**src/wta_params.svh**
```systemverilog
`ifndef WTA_PARAMS_SVH
`define WTA_PARAMS_SVH

// control register field positions
`define WTA_IF_BIT 7
`define WTA_IE_BIT 6
`define WTA_P3_BIT 5
`define WTA_CE_BIT 4
`define WTA_RE_BIT 3
`define WTA_PLO_MSB 2
`define WTA_CTRL_W 8

// reset values
`define WTA_CTRL_RST 8'h00
`define WTA_WATCHDOG_RESET_FLAG_RST 1'b0

// time base
`define WTA_CLK_HZ 200000000
`define WTA_OSC_HZ 128000
`define WTA_OSC_DIV (`WTA_CLK_HZ / `WTA_OSC_HZ)

// time-out selection
`define WTA_BASE_TICKS 21'h000800
`define WTA_CODE_MAX 4'h9
`define WTA_CNT_W 21

// unlock window, in core clock cycles
`define WTA_UNLOCK_CYC 3'h4

`endif

```
**src/wta_pkg.sv**
```systemverilog
package wta_pkg;

	typedef logic [7:0] wta_ctrl_t;

	typedef enum logic [2:0] {
		WTA_CMD_WRITE,
		WTA_CMD_RESTART,
		WTA_CMD_CONFIG,
		WTA_CMD_CLR_FLAG,
		WTA_CMD_ACK
	} wta_cmd_e;

	typedef enum logic [2:0] {
		WTA_ST_INIT_CLR,
		WTA_ST_UNLOCK,
		WTA_ST_APPLY,
		WTA_ST_IDLE
	} wta_host_st_e;

endpackage

```
**src/wta_if.sv**
```systemverilog
`timescale 1ns/1ps
interface wta_if;
	logic ctrl_wr;
	logic [7:0] ctrl_wdata;
	logic [7:0] ctrl_rdata;
	logic restart;
	logic vec_ack;
	logic rsr_clr;
	logic fuse;
	logic watchdog_reset_flag;
	logic irq;
	logic sys_rst_req;

	modport dev (
		input ctrl_wr, ctrl_wdata, restart, vec_ack, rsr_clr, fuse,
		output ctrl_rdata, watchdog_reset_flag, irq, sys_rst_req
	);

	modport host (
		output ctrl_wr, ctrl_wdata, restart, vec_ack, rsr_clr, fuse,
		input ctrl_rdata, watchdog_reset_flag, irq, sys_rst_req
	);
endinterface

```
**src/wta_device.sv**
```systemverilog
`timescale 1ns/1ps
`include "wta_params.svh"
module wta_device
	import wta_pkg::*;
#(
	parameter int unsigned OSC_DIV = `WTA_OSC_DIV
) (
	// clock and reset
	input wire logic core_clk_i,
	input wire logic rst_i,
	// link to the cpu and reset logic
	wta_if.dev bus,
	// user-side status
	output logic running_o,
	output logic expire_o
);

	localparam int unsigned DIV_W = $clog2(OSC_DIV + 1);

	wta_ctrl_t ctrl;
	wta_ctrl_t next_ctrl;
	logic [2:0] win;
	logic [2:0] next_win;
	logic [DIV_W-1:0] div;
	logic [DIV_W-1:0] next_div;
	logic [`WTA_CNT_W-1:0] cnt;
	logic [`WTA_CNT_W-1:0] next_cnt;
	logic watchdog_reset_flag;
	logic next_watchdog_reset_flag;
	logic irq;
	logic next_irq;
	logic sys_rst;
	logic next_sys_rst;
	logic next_running;
	logic next_expire;

	logic tick;
	logic enabled;
	logic [3:0] code;
	logic [`WTA_CNT_W-1:0] limit;
	wta_ctrl_t w;

	// the oscillator is modelled as a tick from the core clock, so
	// everything shares one domain and nothing needs a synchroniser
	assign tick = (div == DIV_W'(OSC_DIV - 1));
	assign enabled = ctrl[`WTA_RE_BIT] | ctrl[`WTA_IE_BIT];
	assign w = bus.ctrl_wdata;

	// reserved codes fall back to the longest period so the dog still bites
	always_comb begin
		code = {ctrl[`WTA_P3_BIT], ctrl[`WTA_PLO_MSB:0]};
		if (code > `WTA_CODE_MAX) begin
			code = `WTA_CODE_MAX;
		end
		limit = `WTA_BASE_TICKS << code;
	end

	always_comb begin
		next_ctrl = ctrl;
		next_win = win;
		next_div = div;
		next_cnt = cnt;
		next_watchdog_reset_flag = watchdog_reset_flag;
		next_sys_rst = 1'b0;
		next_expire = 1'b0;

		// free-running time base
		if (tick) begin
			next_div = '0;
		end else begin
			next_div = div + DIV_W'(1);
		end

		// software writes
		if (win != 3'h0) begin
			next_win = win - 3'h1;
		end
		if (bus.ctrl_wr) begin
			if (win != 3'h0 && !w[`WTA_CE_BIT]) begin
				// timed write: reset enable and prescaler taken as given
				next_ctrl[`WTA_RE_BIT] = w[`WTA_RE_BIT];
				next_ctrl[`WTA_P3_BIT] = w[`WTA_P3_BIT];
				next_ctrl[`WTA_PLO_MSB:0] = w[`WTA_PLO_MSB:0];
				next_win = 3'h0;
			end else begin
				// plain write may only raise reset enable
				if (w[`WTA_RE_BIT]) begin
					next_ctrl[`WTA_RE_BIT] = 1'b1;
				end
				if (w[`WTA_CE_BIT] && w[`WTA_RE_BIT]) begin
					next_win = `WTA_UNLOCK_CYC;
				end
			end
			next_ctrl[`WTA_IE_BIT] = w[`WTA_IE_BIT];
			if (w[`WTA_IF_BIT]) begin
				next_ctrl[`WTA_IF_BIT] = 1'b0;
			end
		end

		// interrupt vector taken: in combined mode drop to reset mode
		if (bus.vec_ack && ctrl[`WTA_IF_BIT]) begin
			next_ctrl[`WTA_IF_BIT] = 1'b0;
			if (ctrl[`WTA_RE_BIT]) begin
				next_ctrl[`WTA_IE_BIT] = 1'b0;
			end
		end

		// counting and expiry
		if (!enabled) begin
			next_cnt = '0;
		end else if (tick) begin
			if (cnt == limit - `WTA_CNT_W'(1)) begin
				next_cnt = '0;
				next_expire = 1'b1;
				if (ctrl[`WTA_IE_BIT] &&
						!(ctrl[`WTA_RE_BIT] && ctrl[`WTA_IF_BIT])) begin
					// set wins over any clear in the same cycle
					next_ctrl[`WTA_IF_BIT] = 1'b1;
				end else begin
					next_sys_rst = 1'b1;
					next_watchdog_reset_flag = 1'b1;
				end
			end else begin
				next_cnt = cnt + `WTA_CNT_W'(1);
			end
		end
		if (bus.restart) begin
			next_cnt = '0;
		end

		// reset flag: cleared by the reset logic, set wins
		if (bus.rsr_clr && !next_sys_rst) begin
			next_watchdog_reset_flag = 1'b0;
		end

		// overrides; the control state survives the system reset it asks
		if (next_watchdog_reset_flag) begin
			next_ctrl[`WTA_RE_BIT] = 1'b1;
		end
		if (bus.fuse) begin
			next_ctrl[`WTA_RE_BIT] = 1'b1;
			next_ctrl[`WTA_IE_BIT] = 1'b0;
		end
		next_ctrl[`WTA_CE_BIT] = (next_win != 3'h0);

		next_irq = next_ctrl[`WTA_IF_BIT] & next_ctrl[`WTA_IE_BIT];
		next_running = next_ctrl[`WTA_RE_BIT] | next_ctrl[`WTA_IE_BIT];
	end

	always_ff @(posedge core_clk_i or posedge rst_i) begin
		if (rst_i) begin
			ctrl <= `WTA_CTRL_RST;
			win <= 3'h0;
			div <= '0;
			cnt <= '0;
			watchdog_reset_flag <= `WTA_WATCHDOG_RESET_FLAG_RST;
			irq <= 1'b0;
			sys_rst <= 1'b0;
			running_o <= 1'b0;
			expire_o <= 1'b0;
		end else begin
			ctrl <= next_ctrl;
			win <= next_win;
			div <= next_div;
			cnt <= next_cnt;
			watchdog_reset_flag <= next_watchdog_reset_flag;
			irq <= next_irq;
			sys_rst <= next_sys_rst;
			running_o <= next_running;
			expire_o <= next_expire;
		end
	end

	assign bus.ctrl_rdata = ctrl;
	assign bus.watchdog_reset_flag = watchdog_reset_flag;
	assign bus.irq = irq;
	assign bus.sys_rst_req = sys_rst;

endmodule

```
**src/flat_wrapper.sv**
```systemverilog
// flat-port wrapper written by rule: the top's interface ports become plain ports
module wta_device_flat import wta_pkg::*;
#(
	parameter int unsigned OSC_DIV = `WTA_OSC_DIV
)
  (core_clk_i, rst_i, running_o, expire_o, bus_ctrl_wr, bus_ctrl_wdata, bus_restart, bus_vec_ack, bus_rsr_clr, bus_fuse, bus_ctrl_rdata, bus_watchdog_reset_flag, bus_irq, bus_sys_rst_req);
  wta_if bus_i ();
  input wire logic core_clk_i;
  input wire logic rst_i;
  output logic running_o;
  output logic expire_o;
  input wire logic [$bits(bus_i.ctrl_wr)-1:0] bus_ctrl_wr;
  input wire logic [$bits(bus_i.ctrl_wdata)-1:0] bus_ctrl_wdata;
  input wire logic [$bits(bus_i.restart)-1:0] bus_restart;
  input wire logic [$bits(bus_i.vec_ack)-1:0] bus_vec_ack;
  input wire logic [$bits(bus_i.rsr_clr)-1:0] bus_rsr_clr;
  input wire logic [$bits(bus_i.fuse)-1:0] bus_fuse;
  output wire logic [$bits(bus_i.ctrl_rdata)-1:0] bus_ctrl_rdata;
  output wire logic [$bits(bus_i.watchdog_reset_flag)-1:0] bus_watchdog_reset_flag;
  output wire logic [$bits(bus_i.irq)-1:0] bus_irq;
  output wire logic [$bits(bus_i.sys_rst_req)-1:0] bus_sys_rst_req;
  assign bus_i.ctrl_wr = bus_ctrl_wr;
  assign bus_i.ctrl_wdata = bus_ctrl_wdata;
  assign bus_i.restart = bus_restart;
  assign bus_i.vec_ack = bus_vec_ack;
  assign bus_i.rsr_clr = bus_rsr_clr;
  assign bus_i.fuse = bus_fuse;
  assign bus_ctrl_rdata = bus_i.ctrl_rdata;
  assign bus_watchdog_reset_flag = bus_i.watchdog_reset_flag;
  assign bus_irq = bus_i.irq;
  assign bus_sys_rst_req = bus_i.sys_rst_req;
  wta_device #(.OSC_DIV(OSC_DIV)) u_core (.core_clk_i(core_clk_i), .rst_i(rst_i), .bus(bus_i), .running_o(running_o), .expire_o(expire_o));
endmodule
```
**config.mk**
```make
export PLATFORM = sky130hd
export DESIGN_NAME = wta_device_flat
export DESIGN_NICKNAME = d
export VERILOG_FILES = /design/src/wta_pkg.sv /design/src/wta_if.sv /design/src/wta_device.sv /design/src/flat_wrapper.sv
export VERILOG_INCLUDE_DIRS = /design/src
export SDC_FILE = /design/constraint.sdc
export NUM_CORES = 1
export LEC_CHECK = 0
export ABC_CLOCK_PERIOD_IN_PS = 8700
export BUFFER_PORTS_ARGS = -buffer_cell sky130_fd_sc_hd__buf_4
export CAP_MARGIN = 40
export CELL_PAD_IN_SITES_DETAIL_PLACEMENT = 0
export CELL_PAD_IN_SITES_GLOBAL_PLACEMENT = 1
export CORE_MARGIN = 5
export CORE_UTILIZATION = 40
export DETAILED_ROUTE_END_ITERATION = 8
export PLACE_DENSITY = 0.8
export SETUP_SLACK_MARGIN = 0.3
export SLEW_MARGIN = 20
export SYNTH_ARGS = -nofsm -noshare
export SYNTH_HDL_FRONTEND = slang
export SYNTH_SLANG_ARGS = --single-unit
```
**constraint.sdc**
```tcl
create_clock -name core_clk_i -period 8.7 [get_ports core_clk_i]
set_clock_uncertainty 0.1 [all_clocks]
set_input_delay 0.435 -clock core_clk_i [delete_from_list [all_inputs] [get_ports core_clk_i]]
set_output_delay 0.435 -clock core_clk_i [all_outputs]
set_load 0.02 [all_outputs]
```
==> metrics.md, run 1 <==
| Metric | Value |
|---|---|
| Seq pwr share | between 40 and 50% |
| Top_reg_cell synth | dfrtp_1 |
| Final count of negative-setup-slack endpoints | 0 |
| GPL Wtd Cong | 0.812 |
| Post-synth EDFFs | 0 |
| Pleak | 0.00134 µW |
| ANT cells | 0 |
| Share of the synthesized area in the top cell type | 43.1% |
| Starting Density | ~41% |
| HP Class | input pin to async pin |
| Largest net degree at the start of global routing | 33 |
| Flop2flop setup slack | 5.09 ns |
| Core Area | 0.00679 mm² |
| Mapped Nets | about 320 |
| Crit path DAT | 3.70 ns |
| Slew HR | 61.5% |
| Clk sink count | 48 |
| CP max-delay cell | or4b_2 |
| CTS Buffer Depth | 2 |
| Min cycle time layout | between 3 and 4 ns |
| Met2 Usage GRT | 23.3% |
| Worst-margin pin slew | 0.563 ns |
| Clock latency at the later pin of the worst-skew pair | 0.30 ns |
| CP cell instances | or4b_2, ha_1, xnor2_1, xnor2_1, or4_1, nor3_2, a31o_4, nor2_2, a22o_1 |
| Top cells by area, synth | dfrtp_1 43%, a22o_1 3.8%, ha_1 3.1%, nand2_1 3.1%, nand3_1 3.1% |
| NumNets Final | 340 |
| FF-to-FF path depth | 9 |
| Root buf cell | clkbuf_8 |
| Cell mode on critical path | xnor2_1 |
| Total CTS buffers | 5 |
| Overall Global Routing Usage | between 10% and 20% |
| CP max stage delay | between 0.7 and 0.8 ns |
| WP depth | 9 |
| CP bufs+invs | 0 |
| Number of unique standard cell types used by synthesis | 53 |
| Int Power | around 400 µW |
| CTS H-tree depth | 2 |
| Postcts setup bufs | 0 |
| Placed instance count | 407 |
| Routed via count | 2222 |
| PostCTS Resize Cnt | 0 |
| Yosys top cell by area | dfrtp_1 |
| Fmax | 0.277 GHz |
| Kind of critical path | flop to flop |
| Drt pass-1 iters | 4 |
| Async S/R FF share, synth | 100% |
| PwrDens | 196 mW/mm² |
| IO Count | 28 |
| DRT iter0 DRCs | between 90 and 100 |
| Startpoint Class | flop |
| Die H | 93.5 µm |
| Crit Path Max Fanout | 15 |
| First-pass GRT wire length | 10.2 mm |
| Gr busiest metal | met2 |
| Post-Syn Area | 0.00279 mm² |
| Met1 GRT Util | 19.7% |
| Met3 Track Usage GR | under 10% |
| Synth warn | 0 |
| Status | finished clean |
| Routed Antenna Nets | 0 |
| Yosys reg bits | 48 |
| Drt total wl | between 5 and 6 mm |
| Syn Area/Cell | 9.48 µm² |
| CTS Hold Buffers Added | 0 |
| Filler Cell Count | 646 |
| Syn Inst Count | 294 |
| RSZ-0062 raised after global routing | no |
| DR DRC count | 0 |
| Post-DP HPWL | 4.27 mm |
| Switching power | 223 µW |
| Worst VDD drop | 0.0000789 V |
| Reg area | 0.00120 mm² |
| Die footprint | 0.00873 mm² |
| Final Hold Fails | 0 |
| R2R Path Start | u_core.bus.ctrl_rdata[5] |
| Combinational fraction of design power | 32.6% |
| End of the critical path | u_core.cnt[19] |
| Initial antenna violation count | 0 |
| Sequential fraction of the synthesis area | 43.1% |
| Worst Setup End Kind | flop |
| Die width | ~93 µm |
| Setup TNS | 0 ns |
| Final period utilization | 41.5% |
| CTS tree | built |
| Clock power frac | 21.2% |
| Number of port buffers | 27 |
| Routed wire per std cell | 14.1 µm |
| Congestion Overflow GR | 0 |
| Delay-heaviest family, CP | simple AND/OR/NAND/NOR gates |
| Non-filler cells, final | about 420 |
| FP Rows | 30 |
| Fin. max-slew vios | 0 |
| Area delta synth->final | 13.2% |
| Crit path from | u_core.bus.ctrl_rdata[5] |
| Req. time, crit path | 8.79 ns |
| Multi-input logic area | ~0.0015 mm² |
| Vias in the first global route | 2176 |
| Reg-to-Reg End | u_core.cnt[19] |
| Max Cap Viol | 0 |
| Layout cells sized above 1 | 15.4% |
| Net Sw Frac | 36.0% |
| Clock-pin slew on the worst setup and hold paths | around 0.09 ns |
| Avg Vias per Cell | 5.35 |
-- per-layer routing --
layer | wire length, µm | share of wire, %
met2 | 2780 | 48
met5 | 0 | 0
met1 | 2840 | 49
met4 | 53 | 0.91
met3 | 164 | 2.8
-- worst min-delay path by stage --
stage                        startpoint  slack [ns]       endpoint
after detailed placement          rst_i        0.35  u_core.cnt[2]
after global routing              rst_i        0.04  u_core.cnt[2]
after CTS                         rst_i        0.03  u_core.cnt[2]
final                             rst_i        0.02  u_core.cnt[2]
after floorplan           u_core.div[8]        0.35  u_core.div[8]
after global placement    u_core.div[8]        0.37  u_core.div[8]
-- layout make-up --
cell class                      count  share of cell area (%)
Sequential cell                    48                    38.1
Multi-Input combinational cell    224                    47.0
Timing Repair Buffer               28                    7.06
Clock inverter                      3                   0.595
Clock buffer                        5                    2.18
Tap cell                           96                    3.81
Inverter                           11                    1.31
-- synth_stat cells (6+ instances only) --
cell type,n
nor2b_1,13
nor2_1,22
nand3_1,17
o21ai_0,6
nand2_1,23
nor3_1,9
inv_1,11
xnor2_1,6
a22o_1,12
dfrtp_1,48
and3_1,9
o21ai_1,12
or3_1,6
xor2_1,6
a21oi_1,7
o31ai_1,6
ha_1,7
-- per-stage QoR --
step                power [µW]  cell area (µm²)  hold slack, ns  util [%]  worst slack [ns]
CTS                        627             3160          0.0268      46.4              5.09
detailed placement         493             3070           0.353      45.2              5.09
finish                     618             3160          0.0176      46.4              5.09
global route               666             3160          0.0422      46.4              4.85
global placement           490             3050           0.368      44.9              5.17
floorplan                  438             2790           0.347         -              5.16
-- state kept, by name, indices dropped and copies added, names as in the netlist --
| name | count |
|---|---|
| u_core.bus.sys_rst_req | 1 |
| u_core.running_o | 1 |
| u_core.expire_o | 1 |
| u_core.bus.irq | 1 |
| u_core.div | 11 |
| u_core.bus.ctrl_rdata | 8 |
| u_core.win | 3 |
| u_core.bus.watchdog_reset_flag | 1 |
| u_core.cnt | 21 |
-- kinds of logic after synthesis --
group                      Yosys count  share of synthesized area (%)
AOI/OAI and AO/OA                   67                           17.3
xor gates and xnor gates            12                           3.77
adders and majority gates            7                           3.14
buffers and inverters               22                           3.68
DFF                                 48                           43.1
muxes                                6                           2.33
and+or+nand+nor                    132                           26.6
-- power by group through the flow --
stage	combinational, µW	clock (µW)	sequential, µW
6_report	202	131	285
5_1_grt	226	147	293
4_1_cts	204	138	286
3_5_place_dp	202	0	290
3_3_place_gp	201	0	289
2_1_floorplan	157	0	281
-- placed cells by master (no fill, tap or decap), types with 7 or more instances in the layout --
| cell type | count |
|---|---|
| a21oi_1 | 7 |
| a22o_1 | 12 |
| and3_1 | 9 |
| buf_4 | 27 |
| dfrtp_1 | 48 |
| ha_1 | 7 |
| inv_1 | 10 |
| nand2_1 | 23 |
| nand3_1 | 17 |
| nor2_1 | 22 |
| nor2b_1 | 13 |
| nor3_1 | 9 |
| o21ai_1 | 12 |
(Power assumes the default switching activity.)
==> run 2, diff against run 1 <==
--- a/config.mk
+++ b/config.mk
@@ -6,7 +6,7 @@
 export SDC_FILE = /design/constraint.sdc
 export NUM_CORES = 1
 export LEC_CHECK = 0
-export ABC_CLOCK_PERIOD_IN_PS = 8700
+export ABC_CLOCK_PERIOD_IN_PS = 3200
 export BUFFER_PORTS_ARGS = -buffer_cell sky130_fd_sc_hd__buf_4
 export CAP_MARGIN = 40
 export CELL_PAD_IN_SITES_DETAIL_PLACEMENT = 0
@@ -14,7 +14,7 @@
 export CORE_MARGIN = 5
 export CORE_UTILIZATION = 40
 export DETAILED_ROUTE_END_ITERATION = 8
-export PLACE_DENSITY = 0.8
+export PLACE_DENSITY = 0.83
 export SETUP_SLACK_MARGIN = 0.3
 export SLEW_MARGIN = 20
 export SYNTH_ARGS = -nofsm -noshare
==> constraint.sdc (replaced) <==
create_clock -name core_clk_i -period 3.2 [get_ports core_clk_i]
set_clock_uncertainty 0.1 [all_clocks]
set_input_delay 0.16 -clock core_clk_i [delete_from_list [all_inputs] [get_ports core_clk_i]]
set_output_delay 0.16 -clock core_clk_i [all_outputs]
set_load 0.02 [all_outputs]
==> run 2 against run 1 <==
The flow now finishes with violations (hold timing). Global-route usage up 1.4 points. Critical path type unchanged. Non-clock buffer count up 19. First-iteration DRC count grew 36%. Highest routed layer unchanged. Largest cell class unchanged. Clock power increased to 3.4 times the previous value. Critical endpoint is now u_core.cnt[7]. Largest power group is now combinational cells.
==> metrics.md, run 2 (same netlist as run 1, synthesis figures left out) <==
| Metric | Value |
|---|---|
| GPL Wtd Cong | ~0.86 |
| Avg Vias per Cell | roughly 5.4 |
| DR DRC count | 0 |
| Drt pass-1 iters | 4 |
| Most common cell after layout, fill and taps aside | dfrtp_1 |
| Worst VDD drop | 0.000270 V |
| CTS Buffer Depth | 2 |
| Congestion Overflow GR | 0 |
| ANT cells | 0 |
| Final count of negative-setup-slack endpoints | 0 |
| Fin. max-slew vios | 0 |
| IO Count | 28 |
| Max reg flops | 21 |
| Most frequent cells in the layout | 45 x dfrtp_1, 38 x buf_4, 23 x nand2_1 |
| Starting Density | 41.0% |
| Worst Setup End Kind | flop |
| Post-DP HPWL | 4.71 mm |
| Slew HR | about three fifths |
| Number of port buffers | 27 |
| NumNets Final | 360 |
| Failing checks | hold timing |
| FP Rows | 30 |
| Vias in the first global route | 2352 |
| Routed via count | between 2000 and 2500 |
| Max Cap Viol | 0 |
| Overall Global Routing Usage | 15.8% |
| Total CTS buffers | 5 |
| First-pass GRT wire length | 11.2 mm |
| Crit path DAT | 3.10 ns |
| Die footprint | 0.00873 mm² |
| Startpoint Class | flop |
| Core Area | 0.00679 mm² |
| Clk sink count | 48 |
| Largest net degree at the start of global routing | 34 |
| HP Class | input pin to flop |
| Final period utilization | between 90 and 100% |
| PwrDens | approximately 570 mW/mm² |
| Kind of critical path | flop to flop |
| RSZ-0062 raised after global routing | yes |
| Clock-pin slew on the worst setup and hold paths | about 0.090 ns |
| Hold WS | -0.00116 ns |
| Layout cells sized above 1 | 22.1% |
| Clock latency at the later pin of the worst-skew pair | 0.31 ns |
| Filler Cell Count | around 640 |
| Drt total wl | 6.63 mm |
| Routed Antenna Nets | 0 |
| Routed wire per std cell | 15.2 µm |
| Worst-margin pin slew | between 0.6 and 0.7 ns |
| Fmax | 0.338 GHz |
| Final Hold Fails | 1 |
| Initial antenna violation count | 0 |
| Die H | 93.5 µm |
| DRT iter0 DRCs | 129 |
| Die width | 93.5 µm |
| Area delta synth->final | 23.5% |
| Req. time, crit path | 3.35 ns |
| Top reg by flops | u_core.cnt |
| Pleak | 0.00146 µW |
| Setup TNS | 0 ns |
| Status | finished, violations left |
| CTS H-tree depth | 2 |
| Min cycle time layout | between 2 and 3 ns |
| Root buf cell | clkbuf_8 |
| CTS tree | built |
| Crit Path Max Fanout | 12 |
## run 2: cell count changes in the layout (fill, tap and decap cells not counted), moves of 2 or more
cell           before  now
buf_4              27   38
dlygate4sd3_1       0    8
dfrtp_1            48   45
dfrtp_2             0    3
o31ai_1             6    4
o31ai_2             0    2
or4_1               5    3
or4_4               0    2
xnor2_1             6    4
xnor2_2             0    2
## run 2: report_power, final
part	total (µW)	switching, µW	internal, µW
logic	795	418	377
registers	708	45.9	662
clock network	445	213	231
## run 2: cell type report
class                   count  area, µm²  share of cell area, %
multi-input cells         225       1580                   45.9
flip-flops and latches     48       1200                   35.0
repair buffers             47        385                   11.2
well taps                  96        120                   3.49
clock buffers               5       68.8                   2.00
clock inverters             3       42.5                   1.24
inverters                  11       41.3                   1.20
## run 2: metrics by stage
stage / power, µW / cells / cell area (µm²) / utilization, % / setup WS (ns)
after CTS: 1950 / 432 / 3390 / 49.9 / 0.224
after global routing: 2050 / 435 / 3440 / 50.7 / 0.164
after global placement: 1410 / 411 / 3120 / 46.0 / 0.303
after floorplan: 1260 / 294 / 2850 / - / 0.118
after detailed placement: 1430 / 412 / 3140 / 46.3 / 0.217
final: 1950 / 435 / 3440 / 50.7 / 0.243
## run 2: routing by layer
layer	up-vias	track usage (%)	part of all wire (%)
met5	-	0	0
met3	6	2.82	2.8
li1	1164	-	-
met2	36	27.9	51
met4	0	2.56	0.75
met1	1141	20.5	45
## run 2: final timing paths
| kind | start | endpoint | slack (ns) | depth (start not counted) |
|---|---|---|---|---|
| min | bus_ctrl_wdata[4] | u_core.win[0] | -0.001 | 2 |
| max reg2reg | u_core.bus.ctrl_rdata[0] | u_core.cnt[7] | 0.24 | 9 |
| min reg2reg | u_core.div[8] | u_core.div[8] | 0.39 | 1 |
| max in group asynchronous | rst_i | u_core.bus.ctrl_rdata[0] | 2.23 | 4 |
| min in group asynchronous | rst_i | u_core.div[8] | 0.27 | 3 |
| max | u_core.bus.ctrl_rdata[0] | u_core.cnt[7] | 0.24 | 9 |
## run 2: what timing repair did
action / CTS / global route
hold buffers: 6 / 2
setup buffers: 5 / 1
cloned: 1 / 0
gates resized for setup: 6 / 4
endpoints found under the hold margin: 19 / 2
endpoints found under the setup margin: 23 / 22
pin swaps: 7 / 4
## run 2: worst max-delay path, stage by stage, from the launching register on
cell	delay, ns
dfrtp_2	0.44
or4_4	0.56
ha_4	0.20
or3_1	0.34
a21oi_1	0.17
o211ai_1	0.12
nor2b_2	0.20
a31o_4	0.30
nor2_4	0.27
a22o_1	0.20
==> run 3, diff against run 2 <==
--- a/config.mk
+++ b/config.mk
@@ -14,7 +14,7 @@
 export CORE_MARGIN = 5
 export CORE_UTILIZATION = 40
 export DETAILED_ROUTE_END_ITERATION = 8
-export PLACE_DENSITY = 0.83
+export PLACE_DENSITY = 0.85
 export SETUP_SLACK_MARGIN = 0.3
 export SLEW_MARGIN = 20
 export SYNTH_ARGS = -nofsm -noshare
==> run 3 against run 2 <==
The flow now finishes without violations. Via count is 1.6% higher. Cell count is 0.92% higher. Worst hold slack better by 0.0093 ns. Combinational power is 11% higher. Cell area is 2.1% higher. Die area stayed put. Clock-buffer cell count is 1 higher. Global-route usage is 0.60 points lower. Sequential cell count stayed put. Highest routed layer unchanged.
==> metrics.md, run 3 (same netlist as run 1, synthesis figures left out) <==
| Metric | Value |
|---|---|
| IO Count | 28 |
| Req. time, crit path | roughly 3.3 ns |
| PwrDens | 563 mW/mm² |
| Total CTS buffers | 5 |
| Clock-pin slew on the worst setup and hold paths | 0.09 ns |
| Die H | ~93 µm |
| Final count of negative-setup-slack endpoints | 0 |
| Worst Setup End Kind | flop |
| Worst VDD drop | 0.000239 V |
| Slew HR | around three fifths |
| Min cycle time layout | 2.95 ns |
| Top reg by flops | u_core.cnt |
| CTS Buffer Depth | 2 |
| Kind of critical path | flop to flop |
| Die footprint | 0.00873 mm² |
| Setup TNS | 0 ns |
| Starting Density | ~40% |
| Worst-margin pin slew | 0.595 ns |
| Post-DP HPWL | 4.56 mm |
| ANT cells | 0 |
| Area delta synth->final | 26.2% |
| Fmax | 0.339 GHz |
| Clk sink count | 48 |
| Overall Global Routing Usage | 15.2% |
| RSZ-0062 raised after global routing | yes |
| CTS H-tree depth | 2 |
| NumNets Final | 364 |
| Initial antenna violation count | 0 |
| Startpoint Class | flop |
| Routed Antenna Nets | 0 |
| First-pass GRT wire length | roughly 11 mm |
| Status | finished clean |
| Crit Path Max Fanout | 6 |
| DR DRC count | 0 |
| FP Rows | 30 |
| Drt total wl | ~6.6 mm |
| Routed wire per std cell | 15.1 µm |
| DRT iter0 DRCs | 142 |
| Max Cap Viol | 0 |
| GPL Wtd Cong | 0.847 |
| Core Area | 0.00679 mm² |
| CTS tree | built |
| Clock latency at the later pin of the worst-skew pair | approximately 0.31 ns |
| Routed via count | 2385 |
| Layout cells sized above 1 | 24.5% |
| Pleak | around 0.0015 µW |
| Final period utilization | 92.1% |
| Vias in the first global route | 2273 |
| Most frequent cells in the layout | 44 x dfrtp_1, 40 x buf_4, 23 x nand2_1 |
| Number of port buffers | 27 |
| Drt pass-1 iters | 4 |
| Fin. max-slew vios | 0 |
| Filler Cell Count | ~630 |
| Largest net degree at the start of global routing | 30 |
| Final Util | 51.7% |
| Congestion Overflow GR | 0 |
| Crit path DAT | slightly above 3 ns |
| Die width | 93.5 µm |
| Final Hold Fails | 0 |
| Root buf cell | clkbuf_8 |
| Avg Vias per Cell | approximately 5.4 |
| Max reg flops | 21 |
| Most common cell after layout, fill and taps aside | dfrtp_1 |
| HP Class | input pin to flop |
-- run 3: routing by layer --
| layer | vias to the layer above | part of all wire, % | global-route usage [%] |
|---|---|---|---|
| li1 | 1171 | - | - |
| met1 | 1171 | 45 | 20.3 |
| met2 | 31 | 50 | 25.0 |
| met3 | 12 | 2.9 | 2.41 |
| met4 | 0 | 1.6 | 5.25 |
| met5 | - | 0 | 0 |
-- run 3: critical path: stages, from the launching register on --
cell	delay, ns
dfrtp_2	0.43
or4b_4	0.55
ha_4	0.25
xnor2_1	0.15
or4_4	0.55
nor3_4	0.24
a31o_2	0.28
nor2_4	0.08
a22o_1	0.21
-- run 3: final timing paths --
check                                              start                  endpoint  slack (ns)  cells after the start
worst max-delay path            u_core.bus.ctrl_rdata[2]             u_core.cnt[9]        0.25                      8
worst min-delay path                         bus_vec_ack  u_core.bus.ctrl_rdata[6]       0.008                      2
worst max register to register  u_core.bus.ctrl_rdata[2]             u_core.cnt[9]        0.25                      8
worst min register to register             u_core.div[8]             u_core.div[8]        0.39                      1
max in group asynchronous                          rst_i  u_core.bus.ctrl_rdata[1]        2.18                      4
min in group asynchronous                          rst_i             u_core.div[8]        0.31                      3
-- run 3: cell type report --
class | count | area (µm²) | share of cell area (%)
clock buffer | 6 | 82.6 | 2.35
clock inverter | 2 | 13.8 | 0.391
inverter | 11 | 41.3 | 1.17
multi-input combinational | 227 | 1650 | 47.0
sequential | 48 | 1210 | 34.3
tap | 96 | 120 | 3.42
timing repair buffer | 49 | 400 | 11.4
-- run 3: stage by stage --
stage | hold slack (ns) | worst slack (ns) | std cells | cell area [µm²] | power, µW
after floorplan | 0.150 | 0.118 | 294 | 2850 | 1260
after CTS | 0.000594 | 0.263 | 430 | 3360 | 1860
after detailed placement | 0.0950 | 0.216 | 412 | 3140 | 1420
after global routing | 0.0132 | 0.169 | 439 | 3520 | 2110
final | 0.00810 | 0.252 | 439 | 3520 | 1980
after global placement | 0.266 | 0.254 | 411 | 3120 | 1410
-- run 3: where the power goes --
group	switching (µW)	internal [µW]	leakage, µW	total [µW]
clock network	211	177	0.0000516	388
registers	50.1	664	0.000626	714
logic	444	435	0.000806	879
total	705	1280	0.00148	1980
-- run 3: what timing repair did --
item | in CTS | in global routing
setup buffers | 2 | 6
resized for setup | 6 | 14
setup endpoints to repair | 23 | 25
pin swaps | 6 | 11
hold buffers | 7 | 1
hold endpoints to repair | 24 | 1
cloned | 1 | 2
